**config.mk**
```make
export PLATFORM = sky130hd
export DESIGN_NAME = flc_regs
export DESIGN_NICKNAME = d
export VERILOG_FILES = /design/src/rtl/flc_pkg.sv /design/src/rtl/flc_regs.sv
export SDC_FILE = /design/constraint.sdc
export NUM_CORES = 1
export LEC_CHECK = 0
export BUFFER_PORTS_ARGS = -buffer_cell sky130_fd_sc_hd__buf_2
export CORE_ASPECT_RATIO = 1.1
export CORE_UTILIZATION = 30
export CTS_CLUSTER_DIAMETER = 60
export DETAILED_ROUTE_END_ITERATION = 6
export PLACE_DENSITY = 0.52
export SYNTH_ARGS = -nofsm -noshare
export SYNTH_HDL_FRONTEND = slang
export SYNTH_SLANG_ARGS = --single-unit
```
**constraint.sdc**
```tcl
create_clock -name ref_clk -period 1.7 [get_ports ref_clk]
set_clock_uncertainty 0.05 [all_clocks]
set_input_delay 0.34 -clock ref_clk [delete_from_list [all_inputs] [get_ports ref_clk]]
set_output_delay 0.34 -clock ref_clk [all_outputs]
set_load 0.01 [all_outputs]
```
**src/rtl/flc_pkg.sv**
```systemverilog
// constants of the loop control register set
// assumes a plain register port, 8-bit address, 16-bit data
//
// How it works
// - bit 2 of enables picks integer (0) or fractional (1) multiply
// - output divide is code plus one, 4 to 64; codes 0-2 reserved
// - control block rate divides by code plus one, default 000
// - ratio 000-011 divides 1,2,4,8; 1XX divides 16; resets 111
// - 16-bit fraction, msb weighs one half, resets zero
// - 10-bit integer multiplier in bits 14:5, resets 177h
// - gain multiplies error by two to the code, x1 to x256
// - predivider bits 4:3 divide reference by 1,2,4,8
// - source bits 1:0 pick master, bit or frame clock; 11 reserved
package flc_pkg;
  // ----------------------------------------------------------------
  // register addresses
  // ----------------------------------------------------------------
  localparam int unsigned AW = 8;
  localparam int unsigned DW = 16;
  localparam logic [7:0] ADDR_ENABLES = 8'h74;
  localparam logic [7:0] ADDR_DIVIDERS = 8'h75;
  localparam logic [7:0] ADDR_FRACTION = 8'h76;
  localparam logic [7:0] ADDR_INTEGER = 8'h77;
  localparam logic [7:0] ADDR_REFSEL = 8'h78;
  localparam logic [7:0] ADDR_STATUS = 8'h79;
  // ----------------------------------------------------------------
  // field positions
  // ----------------------------------------------------------------
  localparam int unsigned ENA_BIT = 0;
  localparam int unsigned OSC_BIT = 1;
  localparam int unsigned FRAC_BIT = 2;
  localparam int unsigned OUTDIV_LSB = 8;
  localparam int unsigned OUTDIV_MSB = 13;
  localparam int unsigned RATE_LSB = 4;
  localparam int unsigned RATE_MSB = 6;
  localparam int unsigned RATIO_LSB = 0;
  localparam int unsigned RATIO_MSB = 2;
  localparam int unsigned INT_LSB = 5;
  localparam int unsigned INT_MSB = 14;
  localparam int unsigned GAIN_LSB = 0;
  localparam int unsigned GAIN_MSB = 3;
  localparam int unsigned PREDIV_LSB = 3;
  localparam int unsigned PREDIV_MSB = 4;
  localparam int unsigned SRC_LSB = 0;
  localparam int unsigned SRC_MSB = 1;
  localparam int unsigned ST_REF_BIT = 0;
  localparam int unsigned ST_OUTDIV_BIT = 1;
  localparam int unsigned ST_SRC_BIT = 2;
  // ----------------------------------------------------------------
  // reset values and codes
  // ----------------------------------------------------------------
  localparam logic [5:0] RST_OUTDIV = 6'h00;
  localparam logic [2:0] RST_RATE = 3'h0;
  localparam logic [2:0] RST_RATIO = 3'h7;
  localparam logic [15:0] RST_FRAC = 16'h0000;
  localparam logic [9:0] RST_INT = 10'h177;
  localparam logic [3:0] RST_GAIN = 4'h0;
  localparam logic [1:0] RST_PREDIV = 2'h0;
  localparam logic [1:0] RST_SRC = 2'h0;
  localparam logic [5:0] OUTDIV_MIN_CODE = 6'h03;
  localparam logic [3:0] GAIN_MAX_CODE = 4'h8;
  localparam logic [1:0] SRC_MCLK = 2'h0;
  localparam logic [1:0] SRC_BCLK = 2'h1;
  localparam logic [1:0] SRC_LRCLK = 2'h2;
  localparam logic [1:0] SRC_RSVD = 2'h3;
endpackage : flc_pkg

```
**src/rtl/flc_regs.sv**
```systemverilog
// loop control registers, decoded settings and reference predivider
// assumes one clock ref_clk, reference pins asynchronous to it
//
// Chosen here: the address-and-strobe port.
`timescale 1ns/10ps
module flc_regs (
  input wire logic ref_clk,
  input wire logic resetn,
  input wire logic [flc_pkg::AW-1:0] reg_addr,
  input wire logic [flc_pkg::DW-1:0] reg_wdata,
  input wire logic reg_wr,
  input wire logic reg_rd,
  output logic [flc_pkg::DW-1:0] reg_rdata,
  input wire logic mclk_pin,
  input wire logic bclk_pin,
  input wire logic lrclk_pin,
  output logic loop_enable,
  output logic loop_oscillator_enable,
  output logic fractional_mode_enable,
  output logic [6:0] output_divide,
  output logic [3:0] control_rate_divide,
  output logic [4:0] reference_ratio_divide,
  output logic [9:0] multiplier_integer,
  output logic [15:0] multiplier_fraction,
  output logic [8:0] loop_gain_mult,
  output logic reference_divided,
  output logic reference_tick,
  output logic config_fault
);
  import flc_pkg::*;

  // ----------------------------------------------------------------
  // decode functions
  // ----------------------------------------------------------------
  // divide by code plus one
  function automatic logic [6:0] out_div(input logic [5:0] c);
    out_div = {1'b0, c} + 7'h01;
  endfunction : out_div

  function automatic logic [3:0] rate_div(input logic [2:0] c);
    rate_div = {1'b0, c} + 4'h1;
  endfunction : rate_div

  // top code bit set means divide by sixteen
  function automatic logic [4:0] ratio_div(input logic [2:0] c);
    if (c[2]) begin
      ratio_div = 5'h10;
    end else begin
      ratio_div = 5'h01 << c[1:0];
    end
  endfunction : ratio_div

  // power of two, codes past the top saturate at x256
  function automatic logic [8:0] gain_mult(input logic [3:0] c);
    if (c > GAIN_MAX_CODE) begin
      gain_mult = 9'h100;
    end else begin
      gain_mult = 9'h001 << c;
    end
  endfunction : gain_mult

  function automatic logic hit(input logic [AW-1:0] a,
                               input logic [AW-1:0] r);
    hit = (a == r);
  endfunction : hit

  // ----------------------------------------------------------------
  // register storage
  // ----------------------------------------------------------------
  logic ena_q;
  logic osc_q;
  logic frac_q;
  logic [5:0] outdiv_q;
  logic [2:0] rate_q;
  logic [2:0] ratio_q;
  logic [15:0] k_q;
  logic [9:0] n_q;
  logic [3:0] gain_q;
  logic [1:0] prediv_q;
  logic [1:0] src_q;

  // enables word, all low after reset
  always_ff @(posedge ref_clk or negedge resetn) begin
    if (!resetn) begin
      ena_q <= 1'b0;
      osc_q <= 1'b0;
      frac_q <= 1'b0;
    end else if (reg_wr && hit(reg_addr, ADDR_ENABLES)) begin
      ena_q <= reg_wdata[ENA_BIT];
      osc_q <= reg_wdata[OSC_BIT];
      frac_q <= reg_wdata[FRAC_BIT];
    end
  end

  // dividers word
  always_ff @(posedge ref_clk or negedge resetn) begin
    if (!resetn) begin
      outdiv_q <= RST_OUTDIV;
      rate_q <= RST_RATE;
      ratio_q <= RST_RATIO;
    end else if (reg_wr && hit(reg_addr, ADDR_DIVIDERS)) begin
      outdiv_q <= reg_wdata[OUTDIV_MSB:OUTDIV_LSB];
      rate_q <= reg_wdata[RATE_MSB:RATE_LSB];
      ratio_q <= reg_wdata[RATIO_MSB:RATIO_LSB];
    end
  end

  // fraction word
  always_ff @(posedge ref_clk or negedge resetn) begin
    if (!resetn) begin
      k_q <= RST_FRAC;
    end else if (reg_wr && hit(reg_addr, ADDR_FRACTION)) begin
      k_q <= reg_wdata;
    end
  end

  // integer and gain word
  always_ff @(posedge ref_clk or negedge resetn) begin
    if (!resetn) begin
      n_q <= RST_INT;
      gain_q <= RST_GAIN;
    end else if (reg_wr && hit(reg_addr, ADDR_INTEGER)) begin
      n_q <= reg_wdata[INT_MSB:INT_LSB];
      gain_q <= reg_wdata[GAIN_MSB:GAIN_LSB];
    end
  end

  // reference select word
  always_ff @(posedge ref_clk or negedge resetn) begin
    if (!resetn) begin
      prediv_q <= RST_PREDIV;
      src_q <= RST_SRC;
    end else if (reg_wr && hit(reg_addr, ADDR_REFSEL)) begin
      prediv_q <= reg_wdata[PREDIV_MSB:PREDIV_LSB];
      src_q <= reg_wdata[SRC_MSB:SRC_LSB];
    end
  end

  // ----------------------------------------------------------------
  // decoded settings, registered
  // ----------------------------------------------------------------
  logic outdiv_bad;
  logic src_bad;

  assign outdiv_bad = (outdiv_q < OUTDIV_MIN_CODE);
  assign src_bad = (src_q == SRC_RSVD);

  // fraction only counts in fractional mode
  always_ff @(posedge ref_clk or negedge resetn) begin
    if (!resetn) begin
      loop_enable <= 1'b0;
      loop_oscillator_enable <= 1'b0;
      fractional_mode_enable <= 1'b0;
      multiplier_fraction <= RST_FRAC;
      multiplier_integer <= RST_INT;
    end else begin
      loop_enable <= ena_q;
      loop_oscillator_enable <= osc_q;
      fractional_mode_enable <= frac_q;
      multiplier_fraction <= frac_q ? k_q : RST_FRAC;
      multiplier_integer <= n_q;
    end
  end

  // divisors and gain
  always_ff @(posedge ref_clk or negedge resetn) begin
    if (!resetn) begin
      output_divide <= out_div(RST_OUTDIV);
      control_rate_divide <= rate_div(RST_RATE);
      reference_ratio_divide <= ratio_div(RST_RATIO);
      loop_gain_mult <= gain_mult(RST_GAIN);
      config_fault <= 1'b0;
    end else begin
      output_divide <= out_div(outdiv_q);
      control_rate_divide <= rate_div(rate_q);
      reference_ratio_divide <= ratio_div(ratio_q);
      loop_gain_mult <= gain_mult(gain_q);
      config_fault <= outdiv_bad | src_bad;
    end
  end

  // ----------------------------------------------------------------
  // reference pin synchronisers
  // ----------------------------------------------------------------
  logic [2:0] pins;
  logic [2:0] s1_q;
  logic [2:0] s2_q;
  logic [2:0] s3_q;
  logic [2:0] filt_q;

  assign pins = {lrclk_pin, bclk_pin, mclk_pin};

  // three stages, first read only by second
  always_ff @(posedge ref_clk or negedge resetn) begin
    if (!resetn) begin
      s1_q <= 3'h0;
      s2_q <= 3'h0;
      s3_q <= 3'h0;
    end else begin
      s1_q <= pins;
      s2_q <= s1_q;
      s3_q <= s2_q;
    end
  end

  // a level counts once stages two and three agree
  always_ff @(posedge ref_clk or negedge resetn) begin
    if (!resetn) begin
      filt_q <= 3'h0;
    end else begin
      for (int i = 0; i < 3; i++) begin
        if (s2_q[i] == s3_q[i]) begin
          filt_q[i] <= s3_q[i];
        end
      end
    end
  end

  // ----------------------------------------------------------------
  // source select and predivider
  // ----------------------------------------------------------------
  logic sel_d;
  logic sel_q;
  logic sel_prev_q;
  logic [2:0] edge_cnt_q;
  logic div_d;
  logic ref_div_q;
  logic tick_q;

  // reserved source gives no reference
  always_comb begin
    case (src_q)
      SRC_MCLK: sel_d = filt_q[0];
      SRC_BCLK: sel_d = filt_q[1];
      SRC_LRCLK: sel_d = filt_q[2];
      default: sel_d = 1'b0;
    endcase
  end

  always_ff @(posedge ref_clk or negedge resetn) begin
    if (!resetn) begin
      sel_q <= 1'b0;
      sel_prev_q <= 1'b0;
    end else begin
      sel_q <= sel_d;
      sel_prev_q <= sel_q;
    end
  end

  // counts rising reference edges, held clear while the loop is off
  always_ff @(posedge ref_clk or negedge resetn) begin
    if (!resetn) begin
      edge_cnt_q <= 3'h0;
    end else if (!ena_q) begin
      edge_cnt_q <= 3'h0;
    end else if (sel_q && !sel_prev_q) begin
      edge_cnt_q <= edge_cnt_q + 3'h1;
    end
  end

  // divide by one passes the level, else a counter bit
  always_comb begin
    case (prediv_q)
      2'h0: div_d = sel_q;
      2'h1: div_d = edge_cnt_q[0];
      2'h2: div_d = edge_cnt_q[1];
      default: div_d = edge_cnt_q[2];
    endcase
  end

  always_ff @(posedge ref_clk or negedge resetn) begin
    if (!resetn) begin
      ref_div_q <= 1'b0;
      tick_q <= 1'b0;
    end else begin
      ref_div_q <= ena_q & div_d;
      tick_q <= ena_q & div_d & ~ref_div_q;
    end
  end

  assign reference_divided = ref_div_q;
  assign reference_tick = tick_q;

  // ----------------------------------------------------------------
  // read port
  // ----------------------------------------------------------------
  logic [DW-1:0] rd_d;
  logic [DW-1:0] rdata_q;

  // unused bits and unmapped addresses read zero
  always_comb begin
    rd_d = '0;
    case (reg_addr)
      ADDR_ENABLES: begin
        rd_d[ENA_BIT] = ena_q;
        rd_d[OSC_BIT] = osc_q;
        rd_d[FRAC_BIT] = frac_q;
      end
      ADDR_DIVIDERS: begin
        rd_d[OUTDIV_MSB:OUTDIV_LSB] = outdiv_q;
        rd_d[RATE_MSB:RATE_LSB] = rate_q;
        rd_d[RATIO_MSB:RATIO_LSB] = ratio_q;
      end
      ADDR_FRACTION: rd_d = k_q;
      ADDR_INTEGER: begin
        rd_d[INT_MSB:INT_LSB] = n_q;
        rd_d[GAIN_MSB:GAIN_LSB] = gain_q;
      end
      ADDR_REFSEL: begin
        rd_d[PREDIV_MSB:PREDIV_LSB] = prediv_q;
        rd_d[SRC_MSB:SRC_LSB] = src_q;
      end
      ADDR_STATUS: begin
        rd_d[ST_REF_BIT] = ref_div_q;
        rd_d[ST_OUTDIV_BIT] = outdiv_bad;
        rd_d[ST_SRC_BIT] = src_bad;
      end
      default: rd_d = '0;
    endcase
  end

  // data stand only in the cycle after the strobe
  always_ff @(posedge ref_clk or negedge resetn) begin
    if (!resetn) begin
      rdata_q <= '0;
    end else begin
      rdata_q <= reg_rd ? rd_d : '0;
    end
  end

  assign reg_rdata = rdata_q;
endmodule : flc_regs

```
* After elaboration in Yosys (flattened, before gate mapping)
Cells that the tools add are included.
Word-level totals: memory bits (writable) 0, bits in latches 0, memories 0, input bits 31, output and inout port bits 73, ROM bits 0, bits in registers 139, word-level logic and storage cells 85
Operators by class: multiplexer cells 17, reduce and logical (&&, ||, !) cells 9, multiply operators 0, eq/ne operators 15, $lt $le $gt $ge 2, shift operators 2, divide/modulo/power cells 0, bitwise operators 4, add/subtract/negate cells 3
Operators with widths (number):
- $eq A8 B7 Y1 const B | 6
- $mux W16 | 2
- $pmux W6 S3 | 1
- $pmux W1 S3 | 4
- $pmux W2 S6 | 1
- $mux W9 | 1
- $shl A1 B4 Y9 const A | 1
- $add A6 B1 Y7 const B | 1
- $eq A2 B2 Y1 const B | 3
- $logic_and A1 B1 Y1 | 6
- $lt A6 B2 Y1 const B | 1
- $mux W3 | 2
- $pmux W2 S3 | 1
- $mux W5 | 1
- $pmux W1 S5 | 1
- $shl A1 B2 Y5 const A | 1
- $add A3 B1 Y4 const B | 1
- $eq A2 B1 Y1 const B | 2
- $gt A4 B4 Y1 const B | 1
- $logic_not A2 Y1 | 2
- $pmux W1 S2 | 2
- $add A3 B1 Y3 const B | 1
- $eq A1 B1 Y1 | 3
- $and A1 B1 Y1 | 2
- other kinds (5) | 5

* Depth between registers and ports, before layout
Gate-level depths: netlist of run 1.
depth after elaboration 4, depth in mapped cells 7, depth with buffers taken out 5

* Worst setup path after synthesis of run 1
Ideal clock, no wire load.
path type input port to flip-flop, start in reg_addr[7] (netlist bit), end reg k_q[10], data required time 1.523 ns, stages on the path 5, library setup time 0.127 ns, path buffers 1, setup slack 0.019 ns, data arrival time 1.503 ns, path through and4b_1 > nand3_2 > nor3_4 > buf_6 > mux2_1
Between the ends: word-level cells in the longest chain between the ends 2
RTL lines:
- start, declared | RTL line flc_regs.sv:9 | input wire logic [flc_pkg::AW-1:0] reg_addr,
- $eq A8 B7 Y1 | RTL line flc_regs.sv:64 | hit = (a == r);
- $logic_and A1 B1 Y1 | RTL line flc_regs.sv:112 | end else if (reg_wr && hit(reg_addr, ADDR_FRACTION)) begin
- end signal, assigned | RTL line flc_regs.sv:113 | k_q <= reg_wdata;
- end, declared | RTL line flc_regs.sv:76 | logic [15:0] k_q;
No other way between the ends. A chain may end at the register's enable or synchronous reset.

* Worst setup path after layout of run 1
start reg multiplier_integer[5], end out multiplier_integer[5]
RTL lines:
- start, declared | RTL line flc_regs.sv:23 | output logic [9:0] multiplier_integer,
- start signal, assigned | RTL line flc_regs.sv:161 | multiplier_integer <= n_q;
No word-level cell between the ends.

==> metrics.csv, run 1 <==
stage,metric,value,unit
synthesis,main combinational cell family by area after synthesis,multiplexers,
run,MaxCap Viol Count,0,
timing,RSZ-0062 raised after global routing,false,
detailed_routing,vias,3221,
floorplan,Core Area,0.01714,sq mm
critical_path,Bufs and invs on worst path,1,
critical_path,Critical Path AT,1.07,ns
placement,post-DP HPWL,8.812,mm
clocking,hold-fix buffers at CTS,4,
cells_and_area,"commonest non-fill, non-tap cell in the layout",dfrtp_1,
synthesis,largest cells by area after synthesis,"dfrtp_1, dfstp_2, mux2_4, mux2_1, mux2i_1",
global_routing,first-pass GRT wire length,19.98,mm
synthesis,cell count after synthesis,350,
floorplan,Core Rows,50,
synthesis,ys flop type,dfrtp_1,
cells_and_area,Antenna Cells,0,
cells_and_area,Layout fillers,1644,
clocking,TritonCTS clock tree,done,
detailed_routing,final WL,12.28,mm
synthesis,Compound-Gate Fraction of Synth Area,2.396,%
synthesis,Mapped Nets,384,
critical_path,CP required,1.31,ns
global_routing,GRT Util Overall,15.13,%
detailed_routing,drt initial violations,119,
floorplan,DIE HEIGHT,141.1,um
timing,Hold WS,0.1037,ns
synthesis,Async SR Flop Fraction,100.0,%
synthesis,Synth Area in Adders,1.281,%
detailed_routing,Routed Antenna Nets,0,
critical_path,slowest cell delay on critical path,0.53,ns
synthesis,most area-hungry cell type in the Yosys netlist,dfrtp_1,
run_status,status,finished clean,
synthesis,simple-gate share of the synthesized area,11.39,%
timing,fin crit share,85.70,%
synthesis,Yosys reg bits,139,
synthesis,YS warnings,0,
cells_and_area,final layout net count,523,
critical_path,Worst path top cell family by delay,flip-flops,
power,Pleak,3.555,nW
detailed_routing,WL/cell,16.68,um
placement,RD Place Congestion,0.7885,
global_routing,gr ovfl total,0,
detailed_routing,drt drc,0,
cells_and_area,Sequential Area,0.003505,sq mm
synthesis,library cells used by synthesis,50,
timing,setup ws final,0.2431,ns
clocking,H-tree depth,4,
placement,IO Port Bufs,103,
cells_and_area,most frequent cells in the layout,"dfrtp_1, buf_2, nor2_1",
synthesis,Post-synth EDFFs,0,
placement,Place WS,-0.1352,ns
timing,worst slew pin tran,0.4006,ns
timing,Finish-stage setup viols,0,
power,P per Cell Area,1133,mW/mm^2
detailed_routing,drt pass-1 iters,4,
critical_path,CP startpoint kind,flop,
clocking,CTS Buffer Depth,2,
global_routing,initial antenna violation count,1,
critical_path,crit end category,primary output,
cells_and_area,layout cell share with drive strength beyond 1,43.63,%
timing,crit path time final,1.457,ns
floorplan,top-level I/O count,104,
power,Worst VDD drop,0.6286,mV
clocking,Num CTS Buffers,17,
clocking,cell chosen for the clock root,clkbuf_16,
synthesis,Mapped Avg Cell Area,15.07,sq um
hold_path,HP Class,in2reg,
synthesis,cell area after synthesis,0.005275,sq mm
clocking,post-CTS resize count,0,
clocking,Clock Sinks,139,
floorplan,die area,0.01812,sq mm
clocking,clock-pin slew on the worst setup and hold paths,0.06,ns
clocking,Clock Latency Late Sink,0.42,ns
global_routing,vias in the first global route,3618,
critical_path,CP cell instances,buf_2,
timing,Final Hold Viols,0,
global_routing,pin count of the biggest net entering global routing,40,
synthesis,register area share after synthesis,66.44,%
cells_and_area,synthesis-to-layout area growth,31.52,%
clocking,"Setup Fix Bufs, Post-CTS",0,
timing,fin. max-slew vios,0,
floorplan,Starting Density,30.77,%
synthesis,Synth top area share,55.98,%
floorplan,Die W,128.4,um
critical_path,WS Path Type,reg2out,
critical_path,crit path max-delay cell type,dfstp_2,
critical_path,CP Max Fanout,1,
cells_and_area,multi-input logic area,0.001689,sq mm
timing,Rel. slew slack,73.24,%
synthesis,post-synthesis mux area share,15.80,%
synthesis,post-synthesis xor/xnor area fraction,1.162,%
timing,Max Clk Rate,0.6864,GHz
detailed_routing,Vias per Instance,4.376,
-- cells in the mapped netlist (all sizes together), types with 2 or more instances --
cell	n
a21oi	8
and2	19
and3	3
and4b	2
buf	7
clkbuf	3
dfrtp	118
dfstp	21
ha	3
inv	3
maj3	3
mux2	50
mux2i	15
mux4	2
nand2	11
nand2b	5
nand3	5
nand4	3
nor2	25
nor2b	7
nor3	7
nor3b	3
nor4	2
o21ai	4
xnor2	4
xor2	3
-- routing by layer --
metal	track usage [%]	vias up	wire length, um
met5	0	-	0
met4	6.811	0	237
met3	4.934	17	691
met2	24.84	75	6178
met1	17.99	1635	5169
li1	-	1494	-
-- state kept, by name (all words and copies together), names as in the netlist, 4 cells and up --
| signal | cells |
|---|---|
| loop_gain_mult | 9 |
| n_q | 10 |
| multiplier_integer | 10 |
| multiplier_fraction | 16 |
| gain_q | 4 |
| output_divide | 7 |
| reg_rdata | 16 |
| reference_ratio_divide | 5 |
| control_rate_divide | 4 |
| outdiv_q | 6 |
| k_q | 16 |
-- cell type report --
cell class,count,share of cell area (%)
tap,234,4.220
sequential,139,50.51
inverter,3,0.1623
timing repair buffer,130,11.85
clock inverter,11,2.417
clock buffer,21,6.492
multi-input combinational,198,24.35
-- stage by stage --
step,TNS (ns),power [mW],cells,area [sq um],utilization [%]
after floorplan,0,3.786,350,5275,-
after global placement,-1.273,4.064,700,6280,36.64
after detailed placement,-1.689,4.076,700,6280,36.64
after CTS,0,7.980,736,6938,40.47
after global routing,0,8.186,736,6938,40.47
final,0,7.864,736,6938,40.47
-- where the power goes --
group          switching (mW)  internal [mW]  total (mW)
clock network            1.36           2.49        3.85
registers              0.0910           3.46        3.55
logic                   0.252          0.212       0.464
-- worst register-to-register path: cells and delay by family (launching register included) --
kind | cells | cell delay, ns
AOI/OAI and AO/OA | 2 | 0.38
adders and majority gates | 1 | 0.27
and+or+nand+nor | 2 | 0.22
DFF | 1 | 0.43
-- path summary, 6_finish.rpt --
kind | startpoint | end | slack, ns | cells past startpoint
min in group asynchronous | resetn | multiplier_integer[3] | 0.36 | 2
worst max register to register | outdiv_q[1] | reg_rdata[1] | 0.28 | 5
worst max-delay path | multiplier_integer[5] | multiplier_integer[5] | 0.24 | 1
max in group asynchronous | resetn | n_q[0] | 0.65 | 3
worst min-delay path | reg_wdata[15] | k_q[15] | 0.10 | 2
worst min register to register | s1_q[0] | s2_q[0] | 0.30 | 0
-- logic make-up after synthesis --
| logic type | after synthesis |
|---|---|
| adders and majority gates | 6 |
| muxes | 67 |
| xor gates and xnor gates | 7 |
| and+or+nand+nor | 98 |
| AOI/OAI and AO/OA | 20 |
| buffers and inverters | 13 |
| DFF | 139 |
Power figures use the tool's default switching activity.
==> inputs of run 2 (changes only) <==
Clock period 1.7 ns to 1.65 ns, I/O delays scaled along.
==> metrics.csv, run 2 (synthesis gave the netlist of run 1 again) <==
stage,metric,value,unit,change
run_status,status,finished clean,,
placement,IO Port Bufs,103,,unchanged
global_routing,first-pass GRT wire length,19.85,mm,-0.66%
detailed_routing,Vias per Instance,4.376,,about the same
placement,post-DP HPWL,8.872,mm,+0.69%
cells_and_area,most frequent cells in the layout,"dfrtp_1, buf_2, nor2_1",,
clocking,"Setup Fix Bufs, Post-CTS",0,,unchanged
power,Worst VDD drop,0.6547,mV,+4.2%
critical_path,r2r endpoint,reg_rdata[1],,
clocking,Num CTS Buffers,17,,unchanged
critical_path,slowest cell delay on critical path,0.52,ns,about the same
cells_and_area,Antenna Cells,0,,unchanged
global_routing,vias in the first global route,3537,,-2.2%
hold_path,hold worst-path end,k_q[15],,
hold_path,Hold Crit Start,reg_wdata[15],,
cells_and_area,"commonest non-fill, non-tap cell in the layout",dfrtp_1,,
detailed_routing,WL/cell,16.77,um,+0.55%
global_routing,GRT Util Overall,15.08,%,-0.049 points
critical_path,WS Path Type,reg2out,,
cells_and_area,"Design Area, Final",0.006930,sq mm,-0.11%
critical_path,CP required,1.27,ns,-0.04 ns
placement,dpl cells,703,,+0.43%
timing,crit path time final,1.443,ns,
clocking,cell chosen for the clock root,clkbuf_16,,
cells_and_area,"Core Util, Final",40.43,%,-0.044 points
floorplan,Core Rows,50,,unchanged
critical_path,Worst R2R Path Depth,4,,-1
critical_path,Reg-to-Reg Start,src_q[1],,
timing,setup_tns,0,ns,unchanged
global_routing,pin count of the biggest net entering global routing,40,,unchanged
timing,RSZ-0062 raised after global routing,false,,
floorplan,Core Area,0.01714,sq mm,unchanged
critical_path,Reg2Reg Setup Slack,0.24,ns,-0.04 ns
power,P per Cell Area,1136,mW/mm^2,+0.21%
clocking,clock-pin slew on the worst setup and hold paths,0.06,ns,about the same
placement,Placed Area,0.006302,sq mm,+0.36%
clocking,post-CTS resize count,0,,unchanged
timing,Finish-stage setup viols,0,,unchanged
timing,fin crit share,87.48,%,
critical_path,CP cell instances,buf_2,,
timing,Final Hold Viols,0,,unchanged
global_routing,initial antenna violation count,0,,-1
cells_and_area,final layout net count,526,,+0.57%
timing,worst slew pin tran,0.4046,ns,+0.003990 ns
cells_and_area,layout cell share with drive strength beyond 1,44.36,%,+0.73 points
timing,Max Clk Rate,0.6928,GHz,
clocking,Clock Sinks,139,,unchanged
floorplan,Starting Density,30.77,%,unchanged
power,Pleak,3.560,nW,+0.16%
detailed_routing,vias,3234,,+0.40%
critical_path,CP Max Fanout,1,,unchanged
global_routing,gr ovfl total,0,,unchanged
timing,Rel. slew slack,73.03,%,-0.21 points
critical_path,Bufs and invs on worst path,1,,unchanged
placement,RD Place Congestion,0.8185,,+3.8%
critical_path,Worst path top cell family by delay,flip-flops,,
critical_path,Critical Path AT,1.06,ns,about the same
timing,fin. max-slew vios,0,,unchanged
critical_path,crit end category,primary output,,
clocking,CTS Buffer Depth,2,,unchanged
clocking,H-tree depth,4,,unchanged
detailed_routing,drt pass-1 iters,4,,unchanged
detailed_routing,drt drc,0,,unchanged
critical_path,CP startpoint kind,flop,,
clocking,TritonCTS clock tree,done,,
run,MaxCap Viol Count,0,,unchanged
floorplan,Die W,128.4,um,unchanged
floorplan,DIE HEIGHT,141.1,um,unchanged
timing,setup ws final,0.2065,ns,-0.03662 ns
critical_path,crit path max-delay cell type,dfstp_2,,
detailed_routing,drt initial violations,101,,-15%
floorplan,top-level I/O count,104,,unchanged
placement,Place WS,-0.1832,ns,-0.04795 ns
timing,Hold WS,0.1053,ns,+0.001689 ns
hold_path,Hold Path Depth,2,,unchanged
hold_path,HP Class,in2reg,,
cells_and_area,synthesis-to-layout area growth,31.38,%,
detailed_routing,Routed Antenna Nets,0,,unchanged
cells_and_area,Non-Filler Instances,739,,+0.41%
detailed_routing,final WL,12.40,mm,+0.96%
floorplan,die area,0.01812,sq mm,unchanged
power,Overall Power,7.872,mW,+0.10%
clocking,Clock Latency Late Sink,0.41,ns,about the same
[run 2: changes by cell type in the layout (fill, tap and decap cells not counted), sizes merged]
cell / previous run / this run
buf: 126 / 129
bufinv: 4 / 2
clkinv: 4 / 6
[run 2: repair_timing]
action                                  CTS  global route
endpoints found under the setup margin    0             0
hold buffers                              4             0
endpoints found under the hold margin    34             0
[run 2: worst max path at each step]
stage                                     start               endpoint  slack, ns  cells after the start
after global routing                outdiv_q[0]           reg_rdata[1]       0.13                      5
after floorplan                     reg_addr[7]                k_q[10]      -0.02                      5
after global placement              reg_addr[7]                k_q[13]      -0.10                      6
after detailed placement            reg_addr[7]            prediv_q[1]      -0.18                      6
final                     multiplier_integer[2]  multiplier_integer[2]       0.21                      1
after CTS                 multiplier_integer[2]  multiplier_integer[2]       0.18                      1
[run 2: power by group]
part           internal, mW  switching [mW]  total, mW
clock network          2.34            1.40       3.73
logic                 0.221           0.262      0.483
registers              3.56          0.0935       3.66
[run 2: final cells by class]
class | count | area, sq um
Tap cell | 234 | 292.8
Sequential cell | 139 | 3505
Fill cell | 1641 | 10210
Clock inverter | 11 | 117.6
Multi-Input combinational cell | 198 | 1689
Inverter | 3 | 11.26
Timing Repair Buffer | 133 | 844.6
Clock buffer | 21 | 470.5
[run 2: routing by layer]
layer | track usage, % | vias up | share of wire, %
met5 | 0 | - | 0
met4 | 8.235 | 0 | 2.6
met1 | 18.43 | 1646 | 44
met3 | 4.554 | 21 | 4.7
li1 | - | 1494 | -
met2 | 23.78 | 73 | 49
